## src/rtl/rce_pkg.sv

```systemverilog
package rce_pkg;

  // end-of-cycle policy codes
  typedef enum logic [2:0] {
    POL_TIMEOUT  = 3'h0,
    POL_NEWTRIG  = 3'h1,
    POL_TO_TRIG  = 3'h2,
    POL_LAST     = 3'h3,
    POL_LAST_TRG = 3'h4
  } rce_policy_t;

  // read (trigger) modes
  typedef enum logic [2:0] {
    TRG_CONT     = 3'h0,
    TRG_CONT_ONE = 3'h1,
    TRG_LEVEL    = 3'h2,
    TRG_EDGE     = 3'h3,
    TRG_SERIAL   = 3'h4,
    TRG_SER_EDGE = 3'h5
  } rce_trig_t;

  // capture modes
  typedef enum logic {
    CAP_RAPID = 1'b0,
    CAP_CONT  = 1'b1
  } rce_cap_t;

  typedef enum logic {
    ST_IDLE   = 1'b0,
    ST_ACTIVE = 1'b1
  } rce_state_t;

  // control register layout, low byte of the word
  typedef struct packed {
    rce_trig_t trigMode;
    logic outAtEnd;
    rce_cap_t captureMode;
    rce_policy_t policy;
  } rce_ctrl_t;

  // event bits shared by the interrupt registers
  typedef struct packed {
    logic noRead;
    logic timeout;
    logic cycleEnd;
    logic cycleStart;
  } rce_evt_t;

  localparam int CTRL_W = 8;
  localparam int EVT_W = 4;
  localparam int DUR_W = 16;
  localparam int GAP_W = 16;

  localparam rce_ctrl_t CTRL_RST = '{TRG_EDGE, 1'b1, CAP_CONT, POL_TIMEOUT};
  localparam logic [DUR_W-1:0] DUR_RST = 16'h0064;
  localparam logic [DUR_W-1:0] DUR_MIN = 16'h0001;
  localparam logic [GAP_W-1:0] GAP_RST = 16'h0064;

  // byte addresses
  localparam logic [7:0] ADDR_CTRL = 8'h00;
  localparam logic [7:0] ADDR_DUR = 8'h04;
  localparam logic [7:0] ADDR_GAP = 8'h08;
  localparam logic [7:0] ADDR_STAT = 8'h0C;
  localparam logic [7:0] ADDR_ISTAT = 8'h10;
  localparam logic [7:0] ADDR_ICLR = 8'h14;
  localparam logic [7:0] ADDR_IEN = 8'h18;

  localparam logic [1:0] RESP_OKAY = 2'h0;
  localparam logic [1:0] RESP_SLVERR = 2'h2;

  // status word positions
  localparam int STAT_ACTIVE = 16;
  localparam int STAT_DECODED = 17;
  localparam int STAT_TRIG = 18;

  // duration tick: 10 ms at a 10 ns clock
  localparam int TICK_MS = 10;
  localparam int CLK_PERIOD_NS = 10;
  localparam int TICK_CYCLES = TICK_MS * 1000000 / CLK_PERIOD_NS;

endpackage

```

## src/rtl/rce_read_cycle_ctrl.sv

```systemverilog
// Notes on behaviour
// - policy codes 0..4, resets to timeout
// - duration 1..65535 tens of ms, reset 100
// - timeout ends cycle, reports data or no-read
// - continuous one-output: timeout restarts the cycle
// - edge/serial modes: timeout closes and reports
// - level: fall or timeout ends, rise restarts
// - new trigger is rising edge, serial trigger or start char, restarts
// - edge/serial trigger ends and begins cycles
// - level new-trigger: fall ends, rise reopens
// - timeout-or-trigger: first of either ends
// - last frame only in rapid capture
// - last-frame-or-trigger: first of either ends
// - continuous reads stay always in cycle
// - capture mode 0 rapid, 1 continuous
// - rapid captures spaced by programmable gap
// - level: start char opens, stop char closes
`timescale 1ns/10ps
`default_nettype none
module rce_read_cycle_ctrl #(
  parameter int TickCycles = rce_pkg::TICK_CYCLES
) (
  input wire logic sys_clk, // system clock
  input wire logic rstn, // async reset, active low
  input wire logic [7:0] s_axi_awaddr, // write address
  input wire logic s_axi_awvalid, // write address valid
  output logic s_axi_awready, // write address ready
  input wire logic [31:0] s_axi_wdata, // write data
  input wire logic [3:0] s_axi_wstrb, // write byte enables
  input wire logic s_axi_wvalid, // write data valid
  output logic s_axi_wready, // write data ready
  output logic [1:0] s_axi_bresp, // write response
  output logic s_axi_bvalid, // write response valid
  input wire logic s_axi_bready, // write response ready
  input wire logic [7:0] s_axi_araddr, // read address
  input wire logic s_axi_arvalid, // read address valid
  output logic s_axi_arready, // read address ready
  output logic [31:0] s_axi_rdata, // read data
  output logic [1:0] s_axi_rresp, // read response
  output logic s_axi_rvalid, // read data valid
  input wire logic s_axi_rready, // read data ready
  input wire logic extTrigPin, // external trigger pin
  input wire logic serialTrig, // serial trigger pulse
  input wire logic startChar, // serial start char pulse
  input wire logic stopChar, // serial stop char pulse
  input wire logic lastFrame, // last frame of capture
  input wire logic captureReady, // capture engine idle
  input wire logic decodeValid, // decode success pulse
  output logic cycleActive, // inside a read cycle
  output logic captureStrobe, // capture request pulse
  output logic sendData, // send decoded data pulse
  output logic sendNoRead, // send no-read pulse
  output logic irq // interrupt level
);

  rce_pkg::rce_ctrl_t ctrl;
  logic [rce_pkg::DUR_W-1:0] duration;
  logic [rce_pkg::GAP_W-1:0] gap;
  rce_pkg::rce_evt_t intStat;
  rce_pkg::rce_evt_t intEn;
  rce_pkg::rce_state_t state;
  rce_pkg::rce_state_t next_state;
  logic [rce_pkg::DUR_W-1:0] elapsed;
  logic [31:0] tickCnt;
  logic [rce_pkg::GAP_W-1:0] gapCnt;
  logic decoded;
  logic [2:0] trigSync;
  logic trigLevel;
  logic trigPrev;
  logic awHeld;
  logic wHeld;
  logic [7:0] awAddr;
  logic [31:0] wData;
  logic [3:0] wStrb;
  logic doWrite;
  logic tick;
  logic rise;
  logic fall;
  logic newTrig;
  logic levelMode;
  logic contMode;
  logic edgeMode;
  logic useTimeout;
  logic useTrig;
  logic useLast;
  logic timeoutEvt;
  logic endEvt;
  logic startEvt;
  logic restart;
  logic openCycle;
  logic closeCycle;
  rce_pkg::rce_evt_t evt;

  // write side: address and data are latched independently
  assign s_axi_awready = !awHeld && !s_axi_bvalid;
  assign s_axi_wready = !wHeld && !s_axi_bvalid;
  assign doWrite = awHeld && wHeld && !s_axi_bvalid;

  always_ff @(posedge sys_clk or negedge rstn) begin
    if (!rstn) begin
      awHeld <= 1'b0;
      wHeld <= 1'b0;
      awAddr <= 8'h00;
      wData <= 32'h0000_0000;
      wStrb <= 4'h0;
    end else begin
      if (s_axi_awvalid && s_axi_awready) begin
        awHeld <= 1'b1;
        awAddr <= s_axi_awaddr;
      end else if (doWrite) begin
        awHeld <= 1'b0;
      end
      if (s_axi_wvalid && s_axi_wready) begin
        wHeld <= 1'b1;
        wData <= s_axi_wdata;
        wStrb <= s_axi_wstrb;
      end else if (doWrite) begin
        wHeld <= 1'b0;
      end
    end
  end

  // write response, error on an unmapped address
  always_ff @(posedge sys_clk or negedge rstn) begin
    if (!rstn) begin
      s_axi_bvalid <= 1'b0;
      s_axi_bresp <= rce_pkg::RESP_OKAY;
    end else if (doWrite) begin
      s_axi_bvalid <= 1'b1;
      if (awAddr == rce_pkg::ADDR_CTRL || awAddr == rce_pkg::ADDR_DUR ||
          awAddr == rce_pkg::ADDR_GAP || awAddr == rce_pkg::ADDR_ICLR ||
          awAddr == rce_pkg::ADDR_IEN) begin
        s_axi_bresp <= rce_pkg::RESP_OKAY;
      end else begin
        s_axi_bresp <= rce_pkg::RESP_SLVERR;
      end
    end else if (s_axi_bready) begin
      s_axi_bvalid <= 1'b0;
    end
  end

  // configuration registers; illegal codes leave the old value
  always_ff @(posedge sys_clk or negedge rstn) begin
    if (!rstn) begin
      ctrl <= rce_pkg::CTRL_RST;
      duration <= rce_pkg::DUR_RST;
      gap <= rce_pkg::GAP_RST;
      intEn <= '0;
    end else if (doWrite) begin
      if (awAddr == rce_pkg::ADDR_CTRL) begin
        if (wStrb[0] && wData[2:0] <= 3'(rce_pkg::POL_LAST_TRG) &&
            wData[7:5] <= 3'(rce_pkg::TRG_SER_EDGE)) begin
          ctrl <= rce_pkg::rce_ctrl_t'(wData[rce_pkg::CTRL_W-1:0]);
        end
      end else if (awAddr == rce_pkg::ADDR_DUR) begin
        // zero is outside the legal range, so it is dropped
        if (wStrb[1:0] == 2'h3 && wData[15:0] >= rce_pkg::DUR_MIN) begin
          duration <= wData[rce_pkg::DUR_W-1:0];
        end
      end else if (awAddr == rce_pkg::ADDR_GAP) begin
        if (wStrb[1:0] == 2'h3) begin
          gap <= wData[rce_pkg::GAP_W-1:0];
        end
      end else if (awAddr == rce_pkg::ADDR_IEN) begin
        if (wStrb[0]) begin
          intEn <= rce_pkg::rce_evt_t'(wData[rce_pkg::EVT_W-1:0]);
        end
      end
    end
  end

  // read channel, one cycle latency
  assign s_axi_arready = !s_axi_rvalid;

  always_ff @(posedge sys_clk or negedge rstn) begin
    if (!rstn) begin
      s_axi_rvalid <= 1'b0;
      s_axi_rdata <= 32'h0000_0000;
      s_axi_rresp <= rce_pkg::RESP_OKAY;
    end else if (s_axi_arvalid && s_axi_arready) begin
      s_axi_rvalid <= 1'b1;
      s_axi_rresp <= rce_pkg::RESP_OKAY;
      s_axi_rdata <= 32'h0000_0000;
      if (s_axi_araddr == rce_pkg::ADDR_CTRL) begin
        s_axi_rdata[rce_pkg::CTRL_W-1:0] <= ctrl;
      end else if (s_axi_araddr == rce_pkg::ADDR_DUR) begin
        s_axi_rdata[rce_pkg::DUR_W-1:0] <= duration;
      end else if (s_axi_araddr == rce_pkg::ADDR_GAP) begin
        s_axi_rdata[rce_pkg::GAP_W-1:0] <= gap;
      end else if (s_axi_araddr == rce_pkg::ADDR_STAT) begin
        s_axi_rdata[rce_pkg::DUR_W-1:0] <= elapsed;
        s_axi_rdata[rce_pkg::STAT_ACTIVE] <= (state == rce_pkg::ST_ACTIVE);
        s_axi_rdata[rce_pkg::STAT_DECODED] <= decoded;
        s_axi_rdata[rce_pkg::STAT_TRIG] <= trigLevel;
      end else if (s_axi_araddr == rce_pkg::ADDR_ISTAT) begin
        s_axi_rdata[rce_pkg::EVT_W-1:0] <= intStat;
      end else if (s_axi_araddr == rce_pkg::ADDR_IEN) begin
        s_axi_rdata[rce_pkg::EVT_W-1:0] <= intEn;
      end else if (s_axi_araddr == rce_pkg::ADDR_ICLR) begin
        s_axi_rdata <= 32'h0000_0000; // write-only, reads zero
      end else begin
        s_axi_rresp <= rce_pkg::RESP_SLVERR;
      end
    end else if (s_axi_rready) begin
      s_axi_rvalid <= 1'b0;
    end
  end

  // trigger pin sync; level moves only when stages 2 and 3 agree
  always_ff @(posedge sys_clk or negedge rstn) begin
    if (!rstn) begin
      trigSync <= 3'h0;
      trigLevel <= 1'b0;
      trigPrev <= 1'b0;
    end else begin
      trigSync <= {trigSync[1:0], extTrigPin};
      if (trigSync[1] == trigSync[2]) begin
        trigLevel <= trigSync[2];
      end
      trigPrev <= trigLevel;
    end
  end

  assign rise = trigLevel && !trigPrev;
  assign fall = !trigLevel && trigPrev;

  // mode decode
  assign levelMode = (ctrl.trigMode == rce_pkg::TRG_LEVEL);
  assign contMode = (ctrl.trigMode == rce_pkg::TRG_CONT) ||
                    (ctrl.trigMode == rce_pkg::TRG_CONT_ONE);
  assign edgeMode = !levelMode && !contMode;
  // only a rising edge, a serial trigger or a start char counts as new
  assign newTrig = ((ctrl.trigMode == rce_pkg::TRG_EDGE ||
                     ctrl.trigMode == rce_pkg::TRG_SER_EDGE) && rise) ||
                   ((ctrl.trigMode == rce_pkg::TRG_SERIAL ||
                     ctrl.trigMode == rce_pkg::TRG_SER_EDGE) &&
                    (serialTrig || startChar));
  assign useTimeout = (ctrl.policy == rce_pkg::POL_TIMEOUT) ||
                      (ctrl.policy == rce_pkg::POL_TO_TRIG);
  assign useTrig = (ctrl.policy == rce_pkg::POL_NEWTRIG) ||
                   (ctrl.policy == rce_pkg::POL_TO_TRIG) ||
                   (ctrl.policy == rce_pkg::POL_LAST_TRG);
  // last frame has no meaning without a finite capture sequence
  assign useLast = ((ctrl.policy == rce_pkg::POL_LAST) ||
                    (ctrl.policy == rce_pkg::POL_LAST_TRG)) &&
                   (ctrl.captureMode == rce_pkg::CAP_RAPID);

  // duration tick, phase reset at each cycle start
  assign tick = (tickCnt == 32'(TickCycles - 1));

  always_ff @(posedge sys_clk or negedge rstn) begin
    if (!rstn) begin
      tickCnt <= 32'h0000_0000;
      elapsed <= 16'h0000;
    end else if (startEvt || state == rce_pkg::ST_IDLE) begin
      tickCnt <= 32'h0000_0000;
      elapsed <= 16'h0000;
    end else if (tick) begin
      tickCnt <= 32'h0000_0000;
      elapsed <= elapsed + 16'h0001;
    end else begin
      tickCnt <= tickCnt + 32'h0000_0001;
    end
  end

  assign timeoutEvt = (state == rce_pkg::ST_ACTIVE) && tick &&
                      (elapsed >= duration - 16'h0001);

  // level mode: pin or start/stop characters bound the cycle
  assign openCycle = rise || startChar;
  assign closeCycle = fall || stopChar;

  // end and start conditions
  always_comb begin
    endEvt = 1'b0;
    restart = 1'b0;
    startEvt = 1'b0;
    next_state = state;
    case (state)
      rce_pkg::ST_IDLE: begin
        if (contMode) begin
          startEvt = 1'b1;
        end else if (levelMode) begin
          startEvt = openCycle;
        end else begin
          startEvt = newTrig;
        end
        if (startEvt) begin
          next_state = rce_pkg::ST_ACTIVE;
        end
      end
      rce_pkg::ST_ACTIVE: begin
        if (levelMode) begin
          endEvt = closeCycle || (useTimeout && timeoutEvt) ||
                   (useLast && lastFrame);
        end else if (edgeMode) begin
          endEvt = (useTimeout && timeoutEvt) ||
                   (useTrig && newTrig) ||
                   (useLast && lastFrame);
          restart = useTrig && newTrig;
        end else begin
          endEvt = (useTimeout && timeoutEvt) ||
                   (useLast && lastFrame);
          restart = 1'b1;
        end
        startEvt = endEvt && restart;
        if (endEvt && !restart) begin
          next_state = rce_pkg::ST_IDLE;
        end
      end
      default: begin
        next_state = rce_pkg::ST_IDLE;
      end
    endcase
  end

  always_ff @(posedge sys_clk or negedge rstn) begin
    if (!rstn) begin
      state <= rce_pkg::ST_IDLE;
    end else begin
      state <= next_state;
    end
  end

  assign cycleActive = (state == rce_pkg::ST_ACTIVE);

  // decode tracking and host reporting
  always_ff @(posedge sys_clk or negedge rstn) begin
    if (!rstn) begin
      decoded <= 1'b0;
      sendData <= 1'b0;
      sendNoRead <= 1'b0;
    end else begin
      sendData <= 1'b0;
      sendNoRead <= 1'b0;
      if (endEvt) begin
        decoded <= 1'b0;
        if (ctrl.outAtEnd && (decoded || decodeValid)) begin
          sendData <= 1'b1;
        end else if (!decoded && !decodeValid) begin
          sendNoRead <= 1'b1;
        end
      end else if (cycleActive && decodeValid && !decoded) begin
        // a decode never closes a level cycle by itself
        decoded <= 1'b1;
        if (!ctrl.outAtEnd) begin
          sendData <= 1'b1;
        end
      end
    end
  end

  // capture requests: spaced in rapid mode, as ready in continuous
  always_ff @(posedge sys_clk or negedge rstn) begin
    if (!rstn) begin
      gapCnt <= 16'h0000;
      captureStrobe <= 1'b0;
    end else begin
      captureStrobe <= 1'b0;
      if (startEvt) begin
        gapCnt <= 16'h0000;
        captureStrobe <= 1'b1;
      end else if (!cycleActive || endEvt) begin
        gapCnt <= 16'h0000;
      end else if (ctrl.captureMode == rce_pkg::CAP_RAPID) begin
        if (gapCnt >= gap) begin
          gapCnt <= 16'h0000;
          captureStrobe <= 1'b1;
        end else begin
          gapCnt <= gapCnt + 16'h0001;
        end
      end else begin
        captureStrobe <= captureReady && !captureStrobe;
      end
    end
  end

  // interrupt events; a set in the clearing cycle wins
  assign evt = '{noRead: endEvt && !decoded && !decodeValid,
                 timeout: timeoutEvt,
                 cycleEnd: endEvt,
                 cycleStart: startEvt};

  always_ff @(posedge sys_clk or negedge rstn) begin
    if (!rstn) begin
      intStat <= '0;
    end else if (doWrite && awAddr == rce_pkg::ADDR_ICLR && wStrb[0]) begin
      intStat <= (intStat &
                  ~rce_pkg::rce_evt_t'(wData[rce_pkg::EVT_W-1:0])) | evt;
    end else begin
      intStat <= intStat | evt;
    end
  end

  always_ff @(posedge sys_clk or negedge rstn) begin
    if (!rstn) begin
      irq <= 1'b0;
    end else begin
      irq <= |(intStat & intEn);
    end
  end

endmodule
`default_nettype wire

```

## config.mk

```make
export PLATFORM = sky130hd
export DESIGN_NAME = rce_read_cycle_ctrl
export DESIGN_NICKNAME = d
export VERILOG_FILES = /design/src/rtl/rce_pkg.sv /design/src/rtl/rce_read_cycle_ctrl.sv
export SDC_FILE = /design/constraint.sdc
export NUM_CORES = 1
export LEC_CHECK = 0
export ABC_AREA = 1
export BUFFER_PORTS_ARGS = -buffer_cell sky130_fd_sc_hd__buf_2
export CORE_MARGIN = 3
export CORE_UTILIZATION = 55
export CTS_BUF_LIST = sky130_fd_sc_hd__clkbuf_2
export CTS_CLUSTER_DIAMETER = 120
export DETAILED_ROUTE_END_ITERATION = 16
export HOLD_SLACK_MARGIN = 0.05
export PLACE_DENSITY_LB_ADDON = 0.12
export SLEW_MARGIN = 20
export SYNTH_ARGS = -nofsm -noshare
export SYNTH_HDL_FRONTEND = slang
export SYNTH_SLANG_ARGS = --single-unit
```

## constraint.sdc

```tcl
create_clock -name sys_clk -period 5.15 [get_ports sys_clk]
set_clock_uncertainty 0.05 [all_clocks]
set_input_delay 0.2575 -clock sys_clk [delete_from_list [all_inputs] [get_ports sys_clk]]
set_output_delay 0.2575 -clock sys_clk [all_outputs]
set_load 0.05 [all_outputs]
```

* Word-level counts from Yosys, hierarchy flattened
Cells that the tools add are included.
Word-level totals: flip-flop bits (word level) 189, output and inout port bits 46, word-level logic and storage cells 231, bits of input ports 66
Cells by class: reduce and logical (&&, ||, !) cells 83, bitwise operators 10, muxes and demuxes 70, add/sub/neg operators 4, magnitude comparators 5, eq/ne operators 23
Operators by type and width (number):
- 32-bit 2-to-1 mux | 9
- 16-bit 2-to-1 mux | 10
- 28-bit 2-to-1 mux | 2
- 8-bit by 5-bit == test with 1-bit output, second input constant | 5
- 16-bit by 1-bit adder with 16-bit output, second input constant | 2
- 32-bit by 1-bit adder with 32-bit output, second input constant | 1
- 32-bit by 20-bit == test with 1-bit output, second input constant | 1
- 16-bit greater-or-equal comparator | 2
- 1-bit logical AND | 32
- 1-bit 2-to-1 mux | 32
- 8-bit by 4-bit == test with 1-bit output, second input constant | 3
- 24-bit 2-to-1 mux | 1
- 1-bit logical OR | 23
- 19-bit 2-to-1 mux | 1
- 8-bit by 3-bit == test with 1-bit output, second input constant | 2
- 16-bit by 1-bit greater-or-equal comparator with 1-bit output, second input constant | 1
- 8-bit zero test | 2
- 2-bit 2-to-1 mux | 8
- 16-bit by 1-bit subtractor with 16-bit output, second input constant | 1
- 1-bit zero test | 13
- 13-bit 2-to-1 mux | 1
- 3-bit by 2-bit == test with 1-bit output, second input constant | 4
- 4-bit 2-to-1 mux | 3
- 2-bit nonzero test | 6
- other kinds (18) | 30

* Longest topological paths before layout
depth in word-level cells 15, depth in mapped cells 20

* Worst setup path before layout
No wires, ideal clock.
path type flip-flop to flip-flop, from register duration[0] (netlist bit), to register tickCnt[14], path slack 2215 ps, required time 4972 ps, stages on the path, launching flop included 21, arrival 2757 ps, buffers on the path 1, clock period less this slack 2935 ps, cells stage by stage dfrtp_1 > inv_1 > ha_1 > nand3_1 > nor3_2 > nand3b_1 > nor3_1 > nand3b_1 > xor2_1 > inv_1 > ha_1 > nand2_1 > nor3_1 > nand2_1 > nand2_1 > nand3_2 > nand2_2 > nand2_4 > nand2_8 > buf_12 > nor3_2
On the way: cells in the longest elaborated chain, start to end 13, elaborated cells on any way between the ends 16
Ends and longest elaborated chain:
- start, declared | line rce_read_cycle_ctrl.sv:57 | logic [rce_pkg::DUR_W-1:0] duration;
- start signal, assigned | line rce_read_cycle_ctrl.sv:146 | duration <= rce_pkg::DUR_RST;
- start signal, assigned | line rce_read_cycle_ctrl.sv:158 | duration <= wData[rce_pkg::DUR_W-1:0];
- 16-bit by 1-bit subtractor with 16-bit output (*) | line rce_read_cycle_ctrl.sv:267 | (elapsed >= duration - 16'h0001);
- 16-bit greater-or-equal comparator (*) | line rce_read_cycle_ctrl.sv:267
- 1-bit logical AND (*) | line rce_read_cycle_ctrl.sv:266 | assign timeoutEvt = (state == rce_pkg::ST_ACTIVE) && tick &&
- 1-bit logical AND (*) | line rce_read_cycle_ctrl.sv:294, rce_read_cycle_ctrl.sv:297, rce_read_cycle_ctrl.sv:302
- 1-bit logical OR | line rce_read_cycle_ctrl.sv:297 | endEvt = (useTimeout && timeoutEvt) ||
- 1-bit logical OR | line rce_read_cycle_ctrl.sv:298 | (useTrig && newTrig) ||
- 1-bit 2-to-1 mux | line rce_read_cycle_ctrl.sv:296 | end else if (edgeMode) begin
- 1-bit 2-to-1 mux (*) | line rce_read_cycle_ctrl.sv:293 | if (levelMode) begin
- 1-bit 2-to-1 mux (*) | line rce_read_cycle_ctrl.sv:279 | case (state)
- 1-bit logical AND (*) | line rce_read_cycle_ctrl.sv:306 | startEvt = endEvt && restart;
- 1-bit one-hot mux with 2 select lines (*) | line rce_read_cycle_ctrl.sv:279
- 1-bit logical OR (*) | line rce_read_cycle_ctrl.sv:255 | end else if (startEvt || state == rce_pkg::ST_IDLE) begin
- 32-bit 2-to-1 mux (*) | line rce_read_cycle_ctrl.sv:255
- end signal, assigned | line rce_read_cycle_ctrl.sv:262 | tickCnt <= tickCnt + 32'h0000_0001;
- end, declared | line rce_read_cycle_ctrl.sv:64 | logic [31:0] tickCnt;
Mark *: on every way between the ends. The rest lies on a longest branch, timed or not. The select of a mux whose other input is x is not followed. A chain may end at the register's enable or synchronous reset.

* Worst setup path after layout
from register duration[0] (netlist bit), to register tickCnt[0]
Same word-level chain as after synthesis.

==> results.ini <==
[outcome]
status = finished, final reports clean

[die]
fp.coreArea_mm2 = 0.0174
start_util_pct = 56.6
die_w_um = 140
rows = 48
die_h_um = 140
die-area_mm2 = 0.0196
ios = 112

[yosys]
ys_ff_latch = 174
synth.top_cell.area_share_pct = 41.6
yosysTopAreaCell = dfrtp_1
synthCells = 1223
synth_edf_count = 0
synth_cell_types = 49
synth_area_mm2 = 0.00986
async_flop_share_pct = 100
avgSynthCellArea_um2 = 8.07
synthFlopType = dfrtp_1
synthTopCellsByArea = dfrtp_1, nand2_1, inv_1, nor2_1, ha_1
seq_area_frac_synth_pct = 44.3
yosysWarnings = 0

[sta]
max_slew_margin_pct = 27.0
max_freq_mhz = 271
hold_viol = 0
fin_crit_sh_pct = 71.5
setup_tns_ns = 0
fin_ws_ns = 1.47
finalMaxSlewViolations = 0
worstMarginPinSlew_ns = 1.09
setup_viol = 0
rsz0062_at_grt = no
fin_crit_ns = 3.68

[clock_tree]
cts_setup_buffers = 0
ctsHoldBuffers = 56
ctsLongestPathBuffers = 2
clk_pin_slew_ns = 0.26
root_buffer = clkbuf_2
htreeDepth = 4
cts_buffers = 17
cts_tree = yes
insertion_delay_ns = 0.77
cts_sinks = 174
cts_resized = 0

[critical_path]
path_cells = inv_1 > ha_1 > nand3_1 > nor3_2 > nand3b_1 > nor3_1 > nand3b_1 > xor2_1 > inv_1 > ha_1 > nand2_1 > o21ai_0 > a21oi_1 > nand2_1 > nand3_2 > nand2_2 > nand2_4 > nand2_8 > nor3_1
rrSetupSlack_ns = 1.47
cp_top_family = simple AND/OR/NAND/NOR gates
crit_type = reg -> reg
critPathMaxStageDelay_ns = 0.46
crit_required_ns = 5.79
worst-path-max-fanout = 42
path_buf_inv = 2
critPathArrivalTime_ns = 4.32
critical-path-slowest-cell = dfrtp_1
crit_path_start_kind = flop
cp-end-kind = flop

[flow_run]
maxCapViolCount = 0

[final_layout]
final_layout_size_suffix_gt1_share_pct = 12.9
nets = 1451
layout_common_cells = nand2_1, dfrtp_1, inv_1, nor2_1, o21ai_0
final_cells = 1587
fillers = 1538
utilization_pct = 64.0
area_growth_syn_to_layout_pct = 13.0
final_common_cell = nand2_1

[power_and_ir_drop]
vdd_drop_max_mv = 0.388
powerDensity_mw_per_mm2 = 326
p_leak_nw = 5.32

[global_route]
top_usage_layer = met2
grt_pass1_vias = 8081
met3_usage_pct = 3.79
grt_usage_pct = 24.8
grt_max_degree = 67
antenna_found_initial = 1
grt.met1_usage_pct = 33.2
grt_overflow_total = 0
met2_usage_pct = 41.4
grt_pass1_wl_mm = 39.6

[route]
drc = 0
routedWlPerCell_um = 14.8
dr.pass1.iters = 5
antenna_left = 0
wl_mm = 23.5
drt-vias-per-instance = 5.30
dr.first_iter.drc_count = 540
num_vias = 8419

[placed_design]
preCtsSetupSlack_ns = 1.54
dp_hpwl_mm = 16.9
placedCellCount = 1497
portBuffers = 78
place.gp.congestion = 0.946

[min_path]
hold_class = in -> reg

==> report_power, final <==
group          internal [W]  switching [W]  total, W
registers           0.00157       0.000138   0.00170
clock network      0.000234       0.000511  0.000745
logic              0.000435       0.000751   0.00119
==> sequential cells by signal, indices dropped and copies added, names as in the netlist, 2 cells and up <==
| register | flops |
|---|---|
| ctrl | 8 |
| tickCnt | 32 |
| awAddr | 8 |
| s_axi_rdata | 19 |
| intEn | 4 |
| gap | 16 |
| intStat | 4 |
| trigSync | 3 |
| duration | 16 |
| wStrb | 2 |
| gapCnt | 16 |
| wData | 16 |
| elapsed | 16 |
==> final timing paths <==
kind / start / end / depth (start not counted)
max in group asynchronous: rstn / gapCnt[7]$_DFFE_PN0P_ / 4
max reg2reg: duration[0]$_DFFE_PN0P_ / tickCnt[0]$_DFF_PN0_ / 19
min reg2reg: trigSync[0]$_DFF_PN0_ / trigSync[1]$_DFF_PN0_ / 0
min in group asynchronous: rstn / tickCnt[5]$_DFF_PN0_ / 4
max: duration[0]$_DFFE_PN0P_ / tickCnt[0]$_DFF_PN0_ / 19
min: stopChar / cycleActive$_DFF_PN0_ / 6
==> through the flow <==
| step | power [W] | area, um2 | hold WS, ns |
|---|---|---|---|
| 3_3_place_gp | 0.00279 | 10300 | 0.209 |
| 6_report | 0.00363 | 11100 | 0.0854 |
| 4_1_cts | 0.00364 | 11100 | 0.0508 |
| 3_5_place_dp | 0.00282 | 10300 | 0.206 |
| 5_1_grt | 0.00390 | 11100 | 0.0812 |
| 2_1_floorplan | 0.00254 | 9920 | -0.0881 |
==> tightest hold or removal path: stages <==
cell and delay, ns:
buf_2 0.08, a21oi_1 0.04, a31oi_1 0.16, a21oi_2 0.09, nand3_2 0.19, nand2_1 0.08
==> cell type report <==
| class | instances | area, um2 | area share [%] |
|---|---|---|---|
| diodes | 1 | 2.50 | 0.0225 |
| clock buffers | 18 | 90.1 | 0.808 |
| clock inverters | 13 | 154 | 1.38 |
| inverters | 153 | 574 | 5.15 |
| multi-input cells | 865 | 4660 | 41.8 |
| flip-flops and latches | 174 | 4370 | 39.2 |
| well taps | 225 | 282 | 2.53 |
| repair buffers | 138 | 1010 | 9.08 |
==> logic make-up after synthesis <==
family	count (synthesis)	share of synthesized area, %
AND/OR/NAND/NOR	573	26.6
AO/OA/AOI/OAI	176	9.51
buffers and inverters	198	9.02
other	1	0.0380
XOR/XNOR	57	5.06
flip-flops	174	44.3
adder cells (fa/ha/maj)	37	4.67
multiplexers	7	0.799
==> metal layers <==
layer  wire length, um  vias up
li1                  -     4220
met1             10500     3953
met2             11400      207
met3               987       39
met4               647        0
met5                 0        -
==> Yosys cell counts (2+ instances only) <==
library cell,instances
o21ai_0,80
buf_2,4
o22ai_1,13
nor3_1,37
nand3_2,4
nand3b_1,3
buf_12,2
mux2_2,7
or2_2,4
ha_1,36
nor2_2,4
xor2_1,42
nor3_2,20
nand3_1,44
clkbuf_1,16
nor2_4,2
a21oi_1,64
nor2_1,131
o21bai_1,2
inv_2,4
nor4_1,10
o21ai_1,6
inv_1,147
a211oi_1,2
clkinv_1,2
o2111ai_1,3
nand4_1,40
buf_4,16
dfrtp_1,164
nand2_2,2
dfstp_2,10
or2_1,2
nand2_1,266
buf_6,5
xnor2_1,15
Power figures use the tool's default switching activity.
